[src/common/twf_defs.svh]
// register map, field positions, reset values and timing of the flag block
`ifndef TWF_DEFS_SVH
`define TWF_DEFS_SVH
`define TWF_OFF_CTRL 8'h00
`define TWF_OFF_OWN_ADDR 8'h04
`define TWF_OFF_STATUS 8'h08
`define TWF_OFF_CMD 8'h0C
`define TWF_OFF_DATA 8'h10
`define TWF_OFF_IRQ_STAT 8'h14
`define TWF_OFF_IRQ_MASK 8'h18
`define TWF_CTRL_EN 0
`define TWF_CTRL_TO_EN 1
`define TWF_ST_DATA_FLAG 0
`define TWF_ST_ADDR_FLAG 1
`define TWF_ST_HOLD 2
`define TWF_ST_COLL 3
`define TWF_ST_DIR 4
`define TWF_ST_BUS_LO 6
`define TWF_CMD_NACK 2
`define TWF_EV_ADDR 0
`define TWF_EV_STOP 1
`define TWF_EV_DATA 2
`define TWF_EV_TOUT 3
`define TWF_EV_COLL 4
`define TWF_EV_W 5
`define TWF_CMD_RESPOND 2'h3
`define TWF_CMD_COMPLETE 2'h2
`define TWF_RST_CTRL 2'h0
`define TWF_RST_ADDR 7'h00
`define TWF_RST_MASK 5'h00
`define TWF_RESP_OKAY 2'h0
`define TWF_RESP_SLVERR 2'h2
`define TWF_CLK_MHZ 10
`define TWF_TIMEOUT_US 25
`endif

[src/common/twf_pkg.sv]
// types shared by the two-wire flag block
package twf_pkg;
  typedef enum logic [2:0] {
    TWF_IDLE = 3'h0,
    TWF_ADDR = 3'h1,
    TWF_AHOLD = 3'h2,
    TWF_ACK = 3'h3,
    TWF_RX = 3'h4,
    TWF_TX = 3'h5,
    TWF_TXACK = 3'h6,
    TWF_DHOLD = 3'h7
  } twf_state_e;
  typedef enum logic [1:0] {
    TWF_BUS_UNKNOWN = 2'h0,
    TWF_BUS_IDLE = 2'h1,
    TWF_BUS_BUSY = 2'h2
  } twf_bus_e;
endpackage : twf_pkg

[src/common/twf_line_if.sv]
// synchronised line levels and bus conditions between detector and core
interface twf_line_if;
  logic scl;
  logic sda;
  logic scl_rise;
  logic scl_fall;
  logic start;
  logic stop;
  modport det (output scl, sda, scl_rise, scl_fall, start, stop);
  modport core (input scl, sda, scl_rise, scl_fall, start, stop);
endinterface : twf_line_if

[src/design/twf_slave.sv]
// two-wire slave flag and clock-hold core with AXI4-Lite registers
// Summary of operation
// - start conditions should clear transmit collision flag
// - only plain start clears it, repeated start not
// - clear colliding with address set keeps hold
// - timeout coinciding with start drops transaction
// - respond command clears data flag cycle later
//
// The implementer's own choices: the address map and the AXI4-Lite interface to the registers.
`include "twf_defs.svh"
module twf_slave
#(
  parameter int AW = 8,
  parameter int TIMEOUT_CYC = `TWF_TIMEOUT_US * `TWF_CLK_MHZ
)
(
  input wire logic i_sys_clk,
  input wire logic i_srst,
  input wire logic i_awvalid,
  output logic o_awready,
  input wire logic [AW-1:0] i_awaddr,
  input wire logic i_wvalid,
  output logic o_wready,
  input wire logic [31:0] i_wdata,
  input wire logic [3:0] i_wstrb,
  output logic o_bvalid,
  input wire logic i_bready,
  output logic [1:0] o_bresp,
  input wire logic i_arvalid,
  output logic o_arready,
  input wire logic [AW-1:0] i_araddr,
  output logic o_rvalid,
  input wire logic i_rready,
  output logic [31:0] o_rdata,
  output logic [1:0] o_rresp,
  input wire logic i_scl,
  output logic o_scl_out,
  output logic o_scl_oe,
  input wire logic i_sda,
  output logic o_sda_out,
  output logic o_sda_oe,
  output logic o_irq
);
  twf_line_if lines ();
  twf_cond u_cond (
    .i_sys_clk(i_sys_clk),
    .i_srst(i_srst),
    .i_scl(i_scl),
    .i_sda(i_sda),
    .lines(lines)
  );

  // ****************************************
  // register bus
  // ****************************************
  logic aw_have, w_have;
  logic [AW-1:0] wr_addr;
  logic [31:0] wr_data;
  logic wr_en;
  logic [1:0] ctrl;
  logic [6:0] own_addr;
  logic [7:0] tx_data, rx_data;
  logic [`TWF_EV_W-1:0] irq_stat, irq_mask, ev;

  assign wr_en = aw_have & w_have & ~o_bvalid;

  always_ff @(posedge i_sys_clk)
  begin
    if (i_srst)
    begin
      o_awready <= 1'b1;
      o_wready <= 1'b1;
      aw_have <= 1'b0;
      w_have <= 1'b0;
      o_bvalid <= 1'b0;
      o_bresp <= `TWF_RESP_OKAY;
      wr_addr <= '0;
      wr_data <= 32'h0000_0000;
    end
    else
    begin
      if (i_awvalid & o_awready)
      begin
        aw_have <= 1'b1;
        wr_addr <= i_awaddr;
        o_awready <= 1'b0;
      end
      if (i_wvalid & o_wready)
      begin
        w_have <= 1'b1;
        wr_data <= i_wstrb[0] ? i_wdata : 32'h0000_0000;
        o_wready <= 1'b0;
      end
      if (wr_en)
      begin
        aw_have <= 1'b0;
        w_have <= 1'b0;
        o_bvalid <= 1'b1;
        o_bresp <= (wr_addr > `TWF_OFF_IRQ_MASK || wr_addr[1:0] != 2'h0)
                   ? `TWF_RESP_SLVERR : `TWF_RESP_OKAY;
      end
      if (o_bvalid & i_bready)
      begin
        o_bvalid <= 1'b0;
        o_awready <= 1'b1;
        o_wready <= 1'b1;
      end
    end
  end

  // byte lane 0 carries every field; a write without lane 0 stores zeros
  logic wr_ctrl, wr_addr_r, wr_stat, wr_cmd, wr_data_r, wr_istat, wr_imask;
  assign wr_ctrl = wr_en & wr_addr == `TWF_OFF_CTRL;
  assign wr_addr_r = wr_en & wr_addr == `TWF_OFF_OWN_ADDR;
  assign wr_stat = wr_en & wr_addr == `TWF_OFF_STATUS;
  assign wr_cmd = wr_en & wr_addr == `TWF_OFF_CMD;
  assign wr_data_r = wr_en & wr_addr == `TWF_OFF_DATA;
  assign wr_istat = wr_en & wr_addr == `TWF_OFF_IRQ_STAT;
  assign wr_imask = wr_en & wr_addr == `TWF_OFF_IRQ_MASK;

  always_ff @(posedge i_sys_clk)
  begin
    if (i_srst)
    begin
      ctrl <= `TWF_RST_CTRL;
      own_addr <= `TWF_RST_ADDR;
      tx_data <= 8'h00;
      irq_mask <= `TWF_RST_MASK;
    end
    else
    begin
      if (wr_ctrl)
        ctrl <= wr_data[1:0];
      if (wr_addr_r)
        own_addr <= wr_data[6:0];
      if (wr_data_r)
        tx_data <= wr_data[7:0];
      if (wr_imask)
        irq_mask <= wr_data[`TWF_EV_W-1:0];
    end
  end

  // ****************************************
  // bus state and timeout
  // ****************************************
  twf_pkg::twf_state_e state;
  twf_pkg::twf_bus_e bus;
  logic en, busy, to_fire;
  logic [15:0] to_cnt;
  assign en = ctrl[`TWF_CTRL_EN];
  assign busy = bus == twf_pkg::TWF_BUS_BUSY;
  assign to_fire = ctrl[`TWF_CTRL_TO_EN] & busy
                   & to_cnt == 16'(TIMEOUT_CYC - 1);

  always_ff @(posedge i_sys_clk)
  begin
    if (i_srst)
    begin
      bus <= twf_pkg::TWF_BUS_UNKNOWN;
      to_cnt <= 16'h0000;
    end
    else
    begin
      if (lines.start & ~to_fire)
        bus <= twf_pkg::TWF_BUS_BUSY;
      else if (lines.stop | to_fire)
        bus <= twf_pkg::TWF_BUS_IDLE;
      if (~busy | ~lines.scl | lines.start | lines.stop | to_fire)
        to_cnt <= 16'h0000;
      else
        to_cnt <= to_cnt + 16'h0001;
    end
  end

  // ****************************************
  // slave sequencer
  // ****************************************
  logic [7:0] sh;
  logic [3:0] bit_cnt;
  logic dir, mack, hold, addr_flag, data_flag, coll, data_clr_pend;
  logic addr_hit, set_data, set_addr, clr_addr, rel_addr, resp_go, resp_end;
  logic stop_ev, coll_set;

  assign addr_hit = state == twf_pkg::TWF_ADDR & lines.scl_fall
                    & bit_cnt == 4'h8 & sh[7:1] == own_addr;
  assign set_data = (state == twf_pkg::TWF_RX & lines.scl_fall
                    & bit_cnt == 4'h8)
                   | (state == twf_pkg::TWF_TXACK & lines.scl_fall & ~mack);
  assign stop_ev = lines.stop & state != twf_pkg::TWF_IDLE;
  assign set_addr = addr_hit | stop_ev;
  assign clr_addr = wr_stat & wr_data[`TWF_ST_ADDR_FLAG];
  assign rel_addr = clr_addr & ~set_addr & state == twf_pkg::TWF_AHOLD;
  assign resp_go = wr_cmd & wr_data[1:0] == `TWF_CMD_RESPOND
                   & state == twf_pkg::TWF_DHOLD;
  assign resp_end = wr_cmd & wr_data[1:0] == `TWF_CMD_COMPLETE
                    & state == twf_pkg::TWF_DHOLD;
  assign coll_set = state == twf_pkg::TWF_TX & lines.scl_rise
                    & ~o_sda_oe & ~lines.sda;

  always_ff @(posedge i_sys_clk)
  begin
    if (i_srst)
    begin
      state <= twf_pkg::TWF_IDLE;
      sh <= 8'h00;
      bit_cnt <= 4'h0;
      dir <= 1'b0;
      mack <= 1'b1;
      rx_data <= 8'h00;
      o_sda_oe <= 1'b0;
    end
    else if (~en | lines.stop | to_fire)
    begin
      state <= twf_pkg::TWF_IDLE;
      o_sda_oe <= 1'b0;
    end
    else if (lines.start)
    begin
      state <= twf_pkg::TWF_ADDR;
      bit_cnt <= 4'h0;
      o_sda_oe <= 1'b0;
    end
    else
    begin
      unique case (state)
        twf_pkg::TWF_IDLE: ;
        twf_pkg::TWF_ADDR, twf_pkg::TWF_RX:
        begin
          if (lines.scl_rise)
          begin
            sh <= {sh[6:0], lines.sda};
            bit_cnt <= bit_cnt + 4'h1;
          end
          else if (lines.scl_fall & bit_cnt == 4'h8)
          begin
            if (state == twf_pkg::TWF_RX)
            begin
              rx_data <= sh;
              state <= twf_pkg::TWF_DHOLD;
            end
            else if (addr_hit)
            begin
              dir <= sh[0];
              state <= twf_pkg::TWF_AHOLD;
            end
            else
              state <= twf_pkg::TWF_IDLE;
          end
        end
        twf_pkg::TWF_AHOLD:
          if (rel_addr)
          begin
            state <= twf_pkg::TWF_ACK;
            o_sda_oe <= 1'b1;
          end
        twf_pkg::TWF_ACK:
          if (lines.scl_fall)
          begin
            bit_cnt <= 4'h0;
            sh <= tx_data;
            state <= dir ? twf_pkg::TWF_TX : twf_pkg::TWF_RX;
            o_sda_oe <= dir & ~tx_data[7];
          end
        twf_pkg::TWF_TX:
          if (lines.scl_fall)
          begin
            if (bit_cnt == 4'h7)
            begin
              state <= twf_pkg::TWF_TXACK;
              o_sda_oe <= 1'b0;
            end
            else
            begin
              bit_cnt <= bit_cnt + 4'h1;
              sh <= {sh[6:0], 1'b0};
              o_sda_oe <= ~sh[6];
            end
          end
        twf_pkg::TWF_TXACK:
          if (lines.scl_rise)
            mack <= lines.sda;
          else if (lines.scl_fall)
            state <= mack ? twf_pkg::TWF_IDLE : twf_pkg::TWF_DHOLD;
        twf_pkg::TWF_DHOLD:
          if (resp_end)
            state <= twf_pkg::TWF_IDLE;
          else if (resp_go & dir)
          begin
            bit_cnt <= 4'h0;
            sh <= tx_data;
            state <= twf_pkg::TWF_TX;
            o_sda_oe <= ~tx_data[7];
          end
          else if (resp_go)
          begin
            state <= twf_pkg::TWF_ACK;
            o_sda_oe <= ~wr_data[`TWF_CMD_NACK];
          end
      endcase
    end
  end

  // ****************************************
  // flags and clock hold
  // ****************************************
  always_ff @(posedge i_sys_clk)
  begin
    if (i_srst)
    begin
      hold <= 1'b0;
      addr_flag <= 1'b0;
      data_flag <= 1'b0;
      data_clr_pend <= 1'b0;
      coll <= 1'b0;
    end
    else
    begin
      if (addr_hit | set_data)
        hold <= 1'b1;
      else if (rel_addr | resp_go | resp_end | ~en)
        hold <= 1'b0;
      addr_flag <= set_addr | (addr_flag & ~clr_addr);
      data_clr_pend <= resp_go;
      data_flag <= set_data | (data_flag & ~data_clr_pend
             & ~(wr_stat & wr_data[`TWF_ST_DATA_FLAG]));
      coll <= coll_set | (coll & ~(lines.start & ~busy)
              & ~(wr_stat & wr_data[`TWF_ST_COLL]));
    end
  end

  assign ev = {coll_set, to_fire, set_data, stop_ev, addr_hit};

  // ****************************************
  // interrupt, pins and read port
  // ****************************************
  logic [31:0] rd_mux;
  always_comb
  begin
    rd_mux = 32'h0000_0000;
    unique case (i_araddr)
      `TWF_OFF_CTRL: rd_mux[1:0] = ctrl;
      `TWF_OFF_OWN_ADDR: rd_mux[6:0] = own_addr;
      `TWF_OFF_STATUS:
        rd_mux[7:0] = {bus, 1'b0, dir, coll, hold, addr_flag, data_flag};
      `TWF_OFF_DATA: rd_mux[7:0] = rx_data;
      `TWF_OFF_IRQ_STAT: rd_mux[`TWF_EV_W-1:0] = irq_stat;
      `TWF_OFF_IRQ_MASK: rd_mux[`TWF_EV_W-1:0] = irq_mask;
      default: rd_mux = 32'h0000_0000;
    endcase
  end

  always_ff @(posedge i_sys_clk)
  begin
    if (i_srst)
    begin
      irq_stat <= '0;
      o_irq <= 1'b0;
      o_scl_oe <= 1'b0;
      o_scl_out <= 1'b0;
      o_sda_out <= 1'b0;
      o_arready <= 1'b1;
      o_rvalid <= 1'b0;
      o_rdata <= 32'h0000_0000;
      o_rresp <= `TWF_RESP_OKAY;
    end
    else
    begin
      // set wins over a write-one clear
      irq_stat <= ev | (irq_stat & ~(wr_istat ? wr_data[`TWF_EV_W-1:0] : '0));
      o_irq <= |(irq_stat & irq_mask);
      o_scl_oe <= hold;
      if (i_arvalid & o_arready)
      begin
        o_arready <= 1'b0;
        o_rvalid <= 1'b1;
        o_rdata <= rd_mux;
        o_rresp <= (i_araddr > `TWF_OFF_IRQ_MASK || i_araddr[1:0] != 2'h0)
                   ? `TWF_RESP_SLVERR : `TWF_RESP_OKAY;
      end
      else if (o_rvalid & i_rready)
      begin
        o_rvalid <= 1'b0;
        o_arready <= 1'b1;
      end
    end
  end
endmodule : twf_slave

[src/design/twf_cond.sv]
// pin synchroniser and start/stop/edge detector for the two-wire lines
module twf_cond
(
  input wire logic i_sys_clk,
  input wire logic i_srst,
  input wire logic i_scl,
  input wire logic i_sda,
  twf_line_if.det lines
);
  // index 0 is scl, index 1 is sda
  logic [1:0] meta;
  logic [1:0] sync;
  logic [1:0] prev;

  // first stage feeds only the second stage
  always_ff @(posedge i_sys_clk)
  begin
    if (i_srst)
    begin
      meta <= 2'h3;
      sync <= 2'h3;
      prev <= 2'h3;
    end
    else
    begin
      meta <= {i_sda, i_scl};
      sync <= meta;
      prev <= sync;
    end
  end

  assign lines.scl = sync[0];
  assign lines.sda = sync[1];
  assign lines.scl_rise = sync[0] & ~prev[0];
  assign lines.scl_fall = ~sync[0] & prev[0];
  // sda moving while scl stays high marks a bus condition
  assign lines.start = sync[0] & prev[0] & prev[1] & ~sync[1];
  assign lines.stop = sync[0] & prev[0] & ~prev[1] & sync[1];
endmodule : twf_cond

[config.mk]
export PLATFORM = sky130hd
export DESIGN_NAME = twf_slave
export DESIGN_NICKNAME = d
export VERILOG_FILES = /design/src/common/twf_pkg.sv /design/src/common/twf_line_if.sv /design/src/design/twf_slave.sv /design/src/design/twf_cond.sv
export VERILOG_INCLUDE_DIRS = /design/src /design/src/common
export SDC_FILE = /design/constraint.sdc
export NUM_CORES = 1
export LEC_CHECK = 0
export ABC_AREA = 1
export BUFFER_PORTS_ARGS = -buffer_cell sky130_fd_sc_hd__buf_2
export CAP_MARGIN = 15
export CORE_MARGIN = 5
export CORE_UTILIZATION = 25
export CTS_CLUSTER_DIAMETER = 80
export DETAILED_ROUTE_END_ITERATION = 8
export GPL_TIMING_DRIVEN = 0
export PLACE_DENSITY = 0.45
export SYNTH_ARGS = -nofsm -noshare
export SYNTH_HDL_FRONTEND = slang
export SYNTH_SLANG_ARGS = --single-unit
[constraint.sdc]
create_clock -name i_sys_clk -period 3.9 [get_ports i_sys_clk]
set_clock_uncertainty 0.2 [all_clocks]
set_input_delay 0.78 -clock i_sys_clk [delete_from_list [all_inputs] [get_ports i_sys_clk]]
set_output_delay 0.78 -clock i_sys_clk [all_outputs]
set_load 0.005 [all_outputs]
After elaboration in Yosys (flattened, before gate mapping):

Index checks and enable logic that the tools add are counted.

* RAM bits: 0
* bits in latches: 0
* memories kept: 0
* bits in read-only memories: 0
* flip-flop bits (word level): 119
* word-level logic and storage cells: 277
* output and inout port bits: 46

* div/mod/pow operators: 0
* muxes and demuxes: 56
* add/subtract/negate cells: 2
* multiply operators: 0
* bitwise logic cells: 96
* magnitude comparators: 2
* reductions and logical operators: 31
* equal/unequal tests: 52
* shifts and indexed selects: 0

Operators by type and width (count)
* two-way mux 8 bit: 7
* AND 1 bit: 53
* == test 8 x 5 -> 1 bit (second input constant): 6
* two-way mux 3 bit: 13
* one-hot mux 8 bit (4 select lines): 1
* != test 3 bit (second input constant): 10
* two-way mux 4 bit: 7
* == test 8 x 4 -> 1 bit (second input constant): 3
* NOT 1 bit: 23
* != test 2 bit (second input constant): 10
* AND reduction 10 bit: 2
* one-hot mux 3 bit (6 select lines): 1
* adder 16 x 1 -> 16 bit (second input constant): 1
* == test 16 x 8 -> 1 bit (second input constant): 1
* == test 8 x 3 -> 1 bit (second input constant): 2
* > comparator 8 x 5 -> 1 bit (second input constant): 2
* logical NOT 8 bit: 2
* OR 1 bit: 16
* one-hot mux 4 bit (4 select lines): 1
* two-way mux 1 bit: 15
* one-hot mux 3 bit (5 select lines): 1
* == test 3 bit (second input constant): 4
* one-hot mux 2 bit (6 select lines): 1
* AND reduction 6 bit: 2
* 33 further kinds: 55

Logic depth before layout (Yosys ltp):

* word-level depth: 14
* mapped depth: 13
* mapped depth without buffers: 12

Hierarchy:

Synthesis repeated with hierarchy kept, for this count alone.

* cell total of the unflattened synthesis: 812
* area, all modules: 5730.5 um^2

By module, submodules not included
* twf_slave: area each 5532.8 um^2, cells an instance 788, instances 1
* twf_cond: area each 197.7 um^2, cells an instance 24, instances 1

Worst setup path after synthesis:

OpenSTA, ideal clock, no wires.

* path kind: input to register
* start point: in i_araddr[1]
* end point: reg o_rdata[3]
* arrival time: 1.801 ns
* setup slack: 1.829 ns
* data required time: 3.630 ns
* path buffers: 0
* stages: 5
* path through: or2_2 -> nor3_2 -> nand2_1 -> o2111a_1 -> a21oi_1

* cells in the longest elaborated chain, start to end: 2

Ends and longest elaborated chain
* start, declared: RTL line twf_slave.sv:31 `input wire logic [AW-1:0] i_araddr,`
* == test 8 x 5 -> 1 bit, or another cell as far along: RTL line twf_slave.sv:340 `unique case (i_araddr)`
* one-hot mux 3 bit (5 select lines) *: RTL line twf_slave.sv:340
* end signal, assigned: RTL line twf_slave.sv:376 `o_rdata <= rd_mux;`
* end, declared: RTL line twf_slave.sv:34 `output logic [31:0] o_rdata,`

Mark *: on every way between the ends. The rest lies on a longest branch, timed or not.
A chain may end at the register's enable or synchronous reset.

Final worst setup path:

* start point: in i_araddr[1]
* end point: reg o_rdata[5]

* cells in the longest elaborated chain, start to end: 2

Ends and longest elaborated chain (RTL line)
* == test 8 x 5 -> 1 bit, or another cell as far along: twf_slave.sv:340
* one-hot mux 2 bit (3 select lines) *: twf_slave.sv:340

Marked as above.

==> out/metrics.cfg <==
[layout]
n_fill_cell = 2464
instances_no_fill = 1183
final_nets = 950
multiInputGateArea_um2 = 2800
drive_above_1_share = 0.180
seqCellArea_um2 = 2340
syn_to_final_growth_pct = 22.2
insertedDiodeCount = 0

[placed_design]
dp.final_hpwl_um = 12500
placed_cells = 1151
place_congestion = 0.852
io_buffers = 49
preCtsSetupSlack_ps = 1400

[synth]
synth-seq-area-share = 0.409
yosysUniqueCellTypes = 51
ys_async_sr_fraction = 0
synth_top_cell_by_area = dfxtp_1
synth_area_um2 = 5720
syn_avg_cell_area_um2 = 7.24
synth.area.top_cells = dfxtp_1 41%, nand2_1 8.1%, nor2_1 7.0%
ys_ff_latch = 117
synth.most_common_cell = nand2_1
synth_common_cells = 124 x nand2_1, 117 x dfxtp_1, 106 x nor2_1
synth_top_flop_cell = dfxtp_1
postSynthCellCount = 790
synth_edf_count = 0
yosys.area.top_type_share = 0.409
ys_warn_count = 0

[sta]
final.setup.tns_ps = 0
setup_viol = 0
fmax_mhz = 475
relSlewSlack = 0.425
finalCritPeriodShare = 0.540
rsz0062_at_grt = false
fin_ws_ps = 1800
drv_slew = 0
worst_pin_slew_ps = 856
hold_viol_final = 0
period_minus_slack_ps = 2100

[critical_path]
critical-path-max-stage-delay_ps = 340
critPathTopFamily = simple AND/OR/NAND/NOR gates
path_cells = buf_2 -> or2_2 -> nor3_2 -> nand2_1 -> o21ai_0 -> nand2_1 -> a21oi_1
cp_num_buf_inv = 1
slowest_stage = or2_2
path_class = in2reg
crit_required_ps = 4040
crit_top_cell = nand2_1
cp-start-kind = primary input
cp_max_fo = 7
cp.arrival_ps = 2240
endpoint_kind = flip-flop

[global_routing]
grt_usage = 0.128
grt_overflow = 0
grt_busiest_layer = met1
met1_usage = 0.187
grt_util_met2 = 0.184
antenna_found_initial = 0
grt_pass1_vias = 4849
use_met3 = 0.0327
grt_pass1_wl_um = 26200
grt_max_degree = 17

[detailed_routing]
vias = 5171
ant_nets = 0
viasPerCell = 4.37
routed_wl_um = 16300
drtIter0Drc = 358
post_drt_wl_per_cell_um = 13.7
drc = 0
dr.pass1.iters = 5

[die]
initial_utilization = 0.253
fp.dieW_um = 161
core.rowCount = 55
io_pins = 107
dieArea_um2 = 26000
coreArea_um2 = 22600
dieHeight_um = 161

[clocking]
cts.path.max_buffers = 2
clk_latency_ps = 420
postCtsSetupBuffers = 0
cts-root-buf = clkbuf_16
tritoncts = yes
cts_buffers = 17
cts_sinks = 117
clkTransAtPathRegs_ps = 50
ctsHoldBuffers = 0
h-tree-depth = 4
cts.repair.resized = 0

[worst_hold_path]
hold_path_class = reg2reg

[power]
p_leak_nw = 2.98
fin_total_pwr_mw = 2.93
power_density_nw_per_um2 = 419
worst_ir_drop_vdd_uv = 231

[outcome]
status = completed

[run]
cap_violations = 0

## power by group
part	switching, mW	internal (mW)
logic	0.120	0.0732
clock network	0.552	0.939
registers	0.0172	1.23
## routing by layer
metal / up-vias / routed length, µm
li1: 2737 / -
met5: - / 0
met3: 13 / 786
met4: 0 / 212
met2: 122 / 6760
met1: 2299 / 8490
## state kept, by name, indices dropped and copies added (netlist names), 3 cells and up
register and flops:
o_rdata 8, sh 8, irq_mask 5, wr_data 8, bit_cnt 4, to_cnt 16, rx_data 8, state 3
tx_data 8, wr_addr 8, irq_stat 5, own_addr 7
## worst paths after layout
kind	start	to	slack, ps	depth (start not counted)
worst max register to register	o_bvalid$_SDFFE_PP0P_	irq_mask[2]$_SDFFE_PP0P_	1850	7
worst max-delay path	i_araddr[1]	o_rdata[5]$_SDFFE_PP0P_	1800	7
worst min-delay path	u_cond.meta[1]$_SDFF_PP1_	u_cond.sync[1]$_SDFF_PP1_	200	1
worst min register to register	u_cond.meta[1]$_SDFF_PP1_	u_cond.sync[1]$_SDFF_PP1_	200	1
## cell families (layout without fill, tap and decap cells)
family,after synthesis,count (layout),share of synthesized area
adders and majority gates,4,4,0.00875
buffers and inverters,143,224,0.119
DFF,117,117,0.409
AOI/OAI and AO/OA,180,180,0.172
and+or+nand+nor,333,333,0.271
other,1,28,0.000655
xor gates and xnor gates,12,12,0.0184
## cell type report
class | instances | share of cell area
Multi-Input combinational cell | 557 | 0.400
Sequential cell | 117 | 0.335
Clock buffer | 24 | 0.0703
Tap cell | 285 | 0.0510
Inverter | 92 | 0.0498
Buffer | 51 | 0.0478
Timing Repair Buffer | 49 | 0.0351
Clock inverter | 8 | 0.0106
## through the flow
| step | area [µm²] | hold WS [ps] | utilization |
|---|---|---|---|
| after floorplan | 5820 | 189 | - |
| after global placement | 6420 | 193 | 0.285 |
| after detailed placement | 6420 | 193 | 0.285 |
| after CTS | 6990 | 207 | 0.310 |
| after global routing | 6990 | 213 | 0.310 |
| final | 6990 | 205 | 0.310 |
## layout by cell type (no fill, tap or decap), types with 6 or more instances in the layout
cell type,netlist,layout
nand3_1,31,31
inv_1,86,86
o21ai_1,6,6
o22ai_1,8,8
nor2_2,10,10
buf_4,30,30
conb_1,1,28
or2_2,6,6
xnor2_1,6,6
nor2_1,106,106
nand2_1,124,124
nor3_1,12,12
a21oi_1,75,75
o21ai_0,68,68
a211oi_1,7,7
clkbuf_16,0,17
nand2_2,6,6
dfxtp_1,117,117
xor2_1,6,6
buf_2,4,53
nand4_1,11,11
clkbuf_1,13,16
Power figures use the tool's default switching activity.
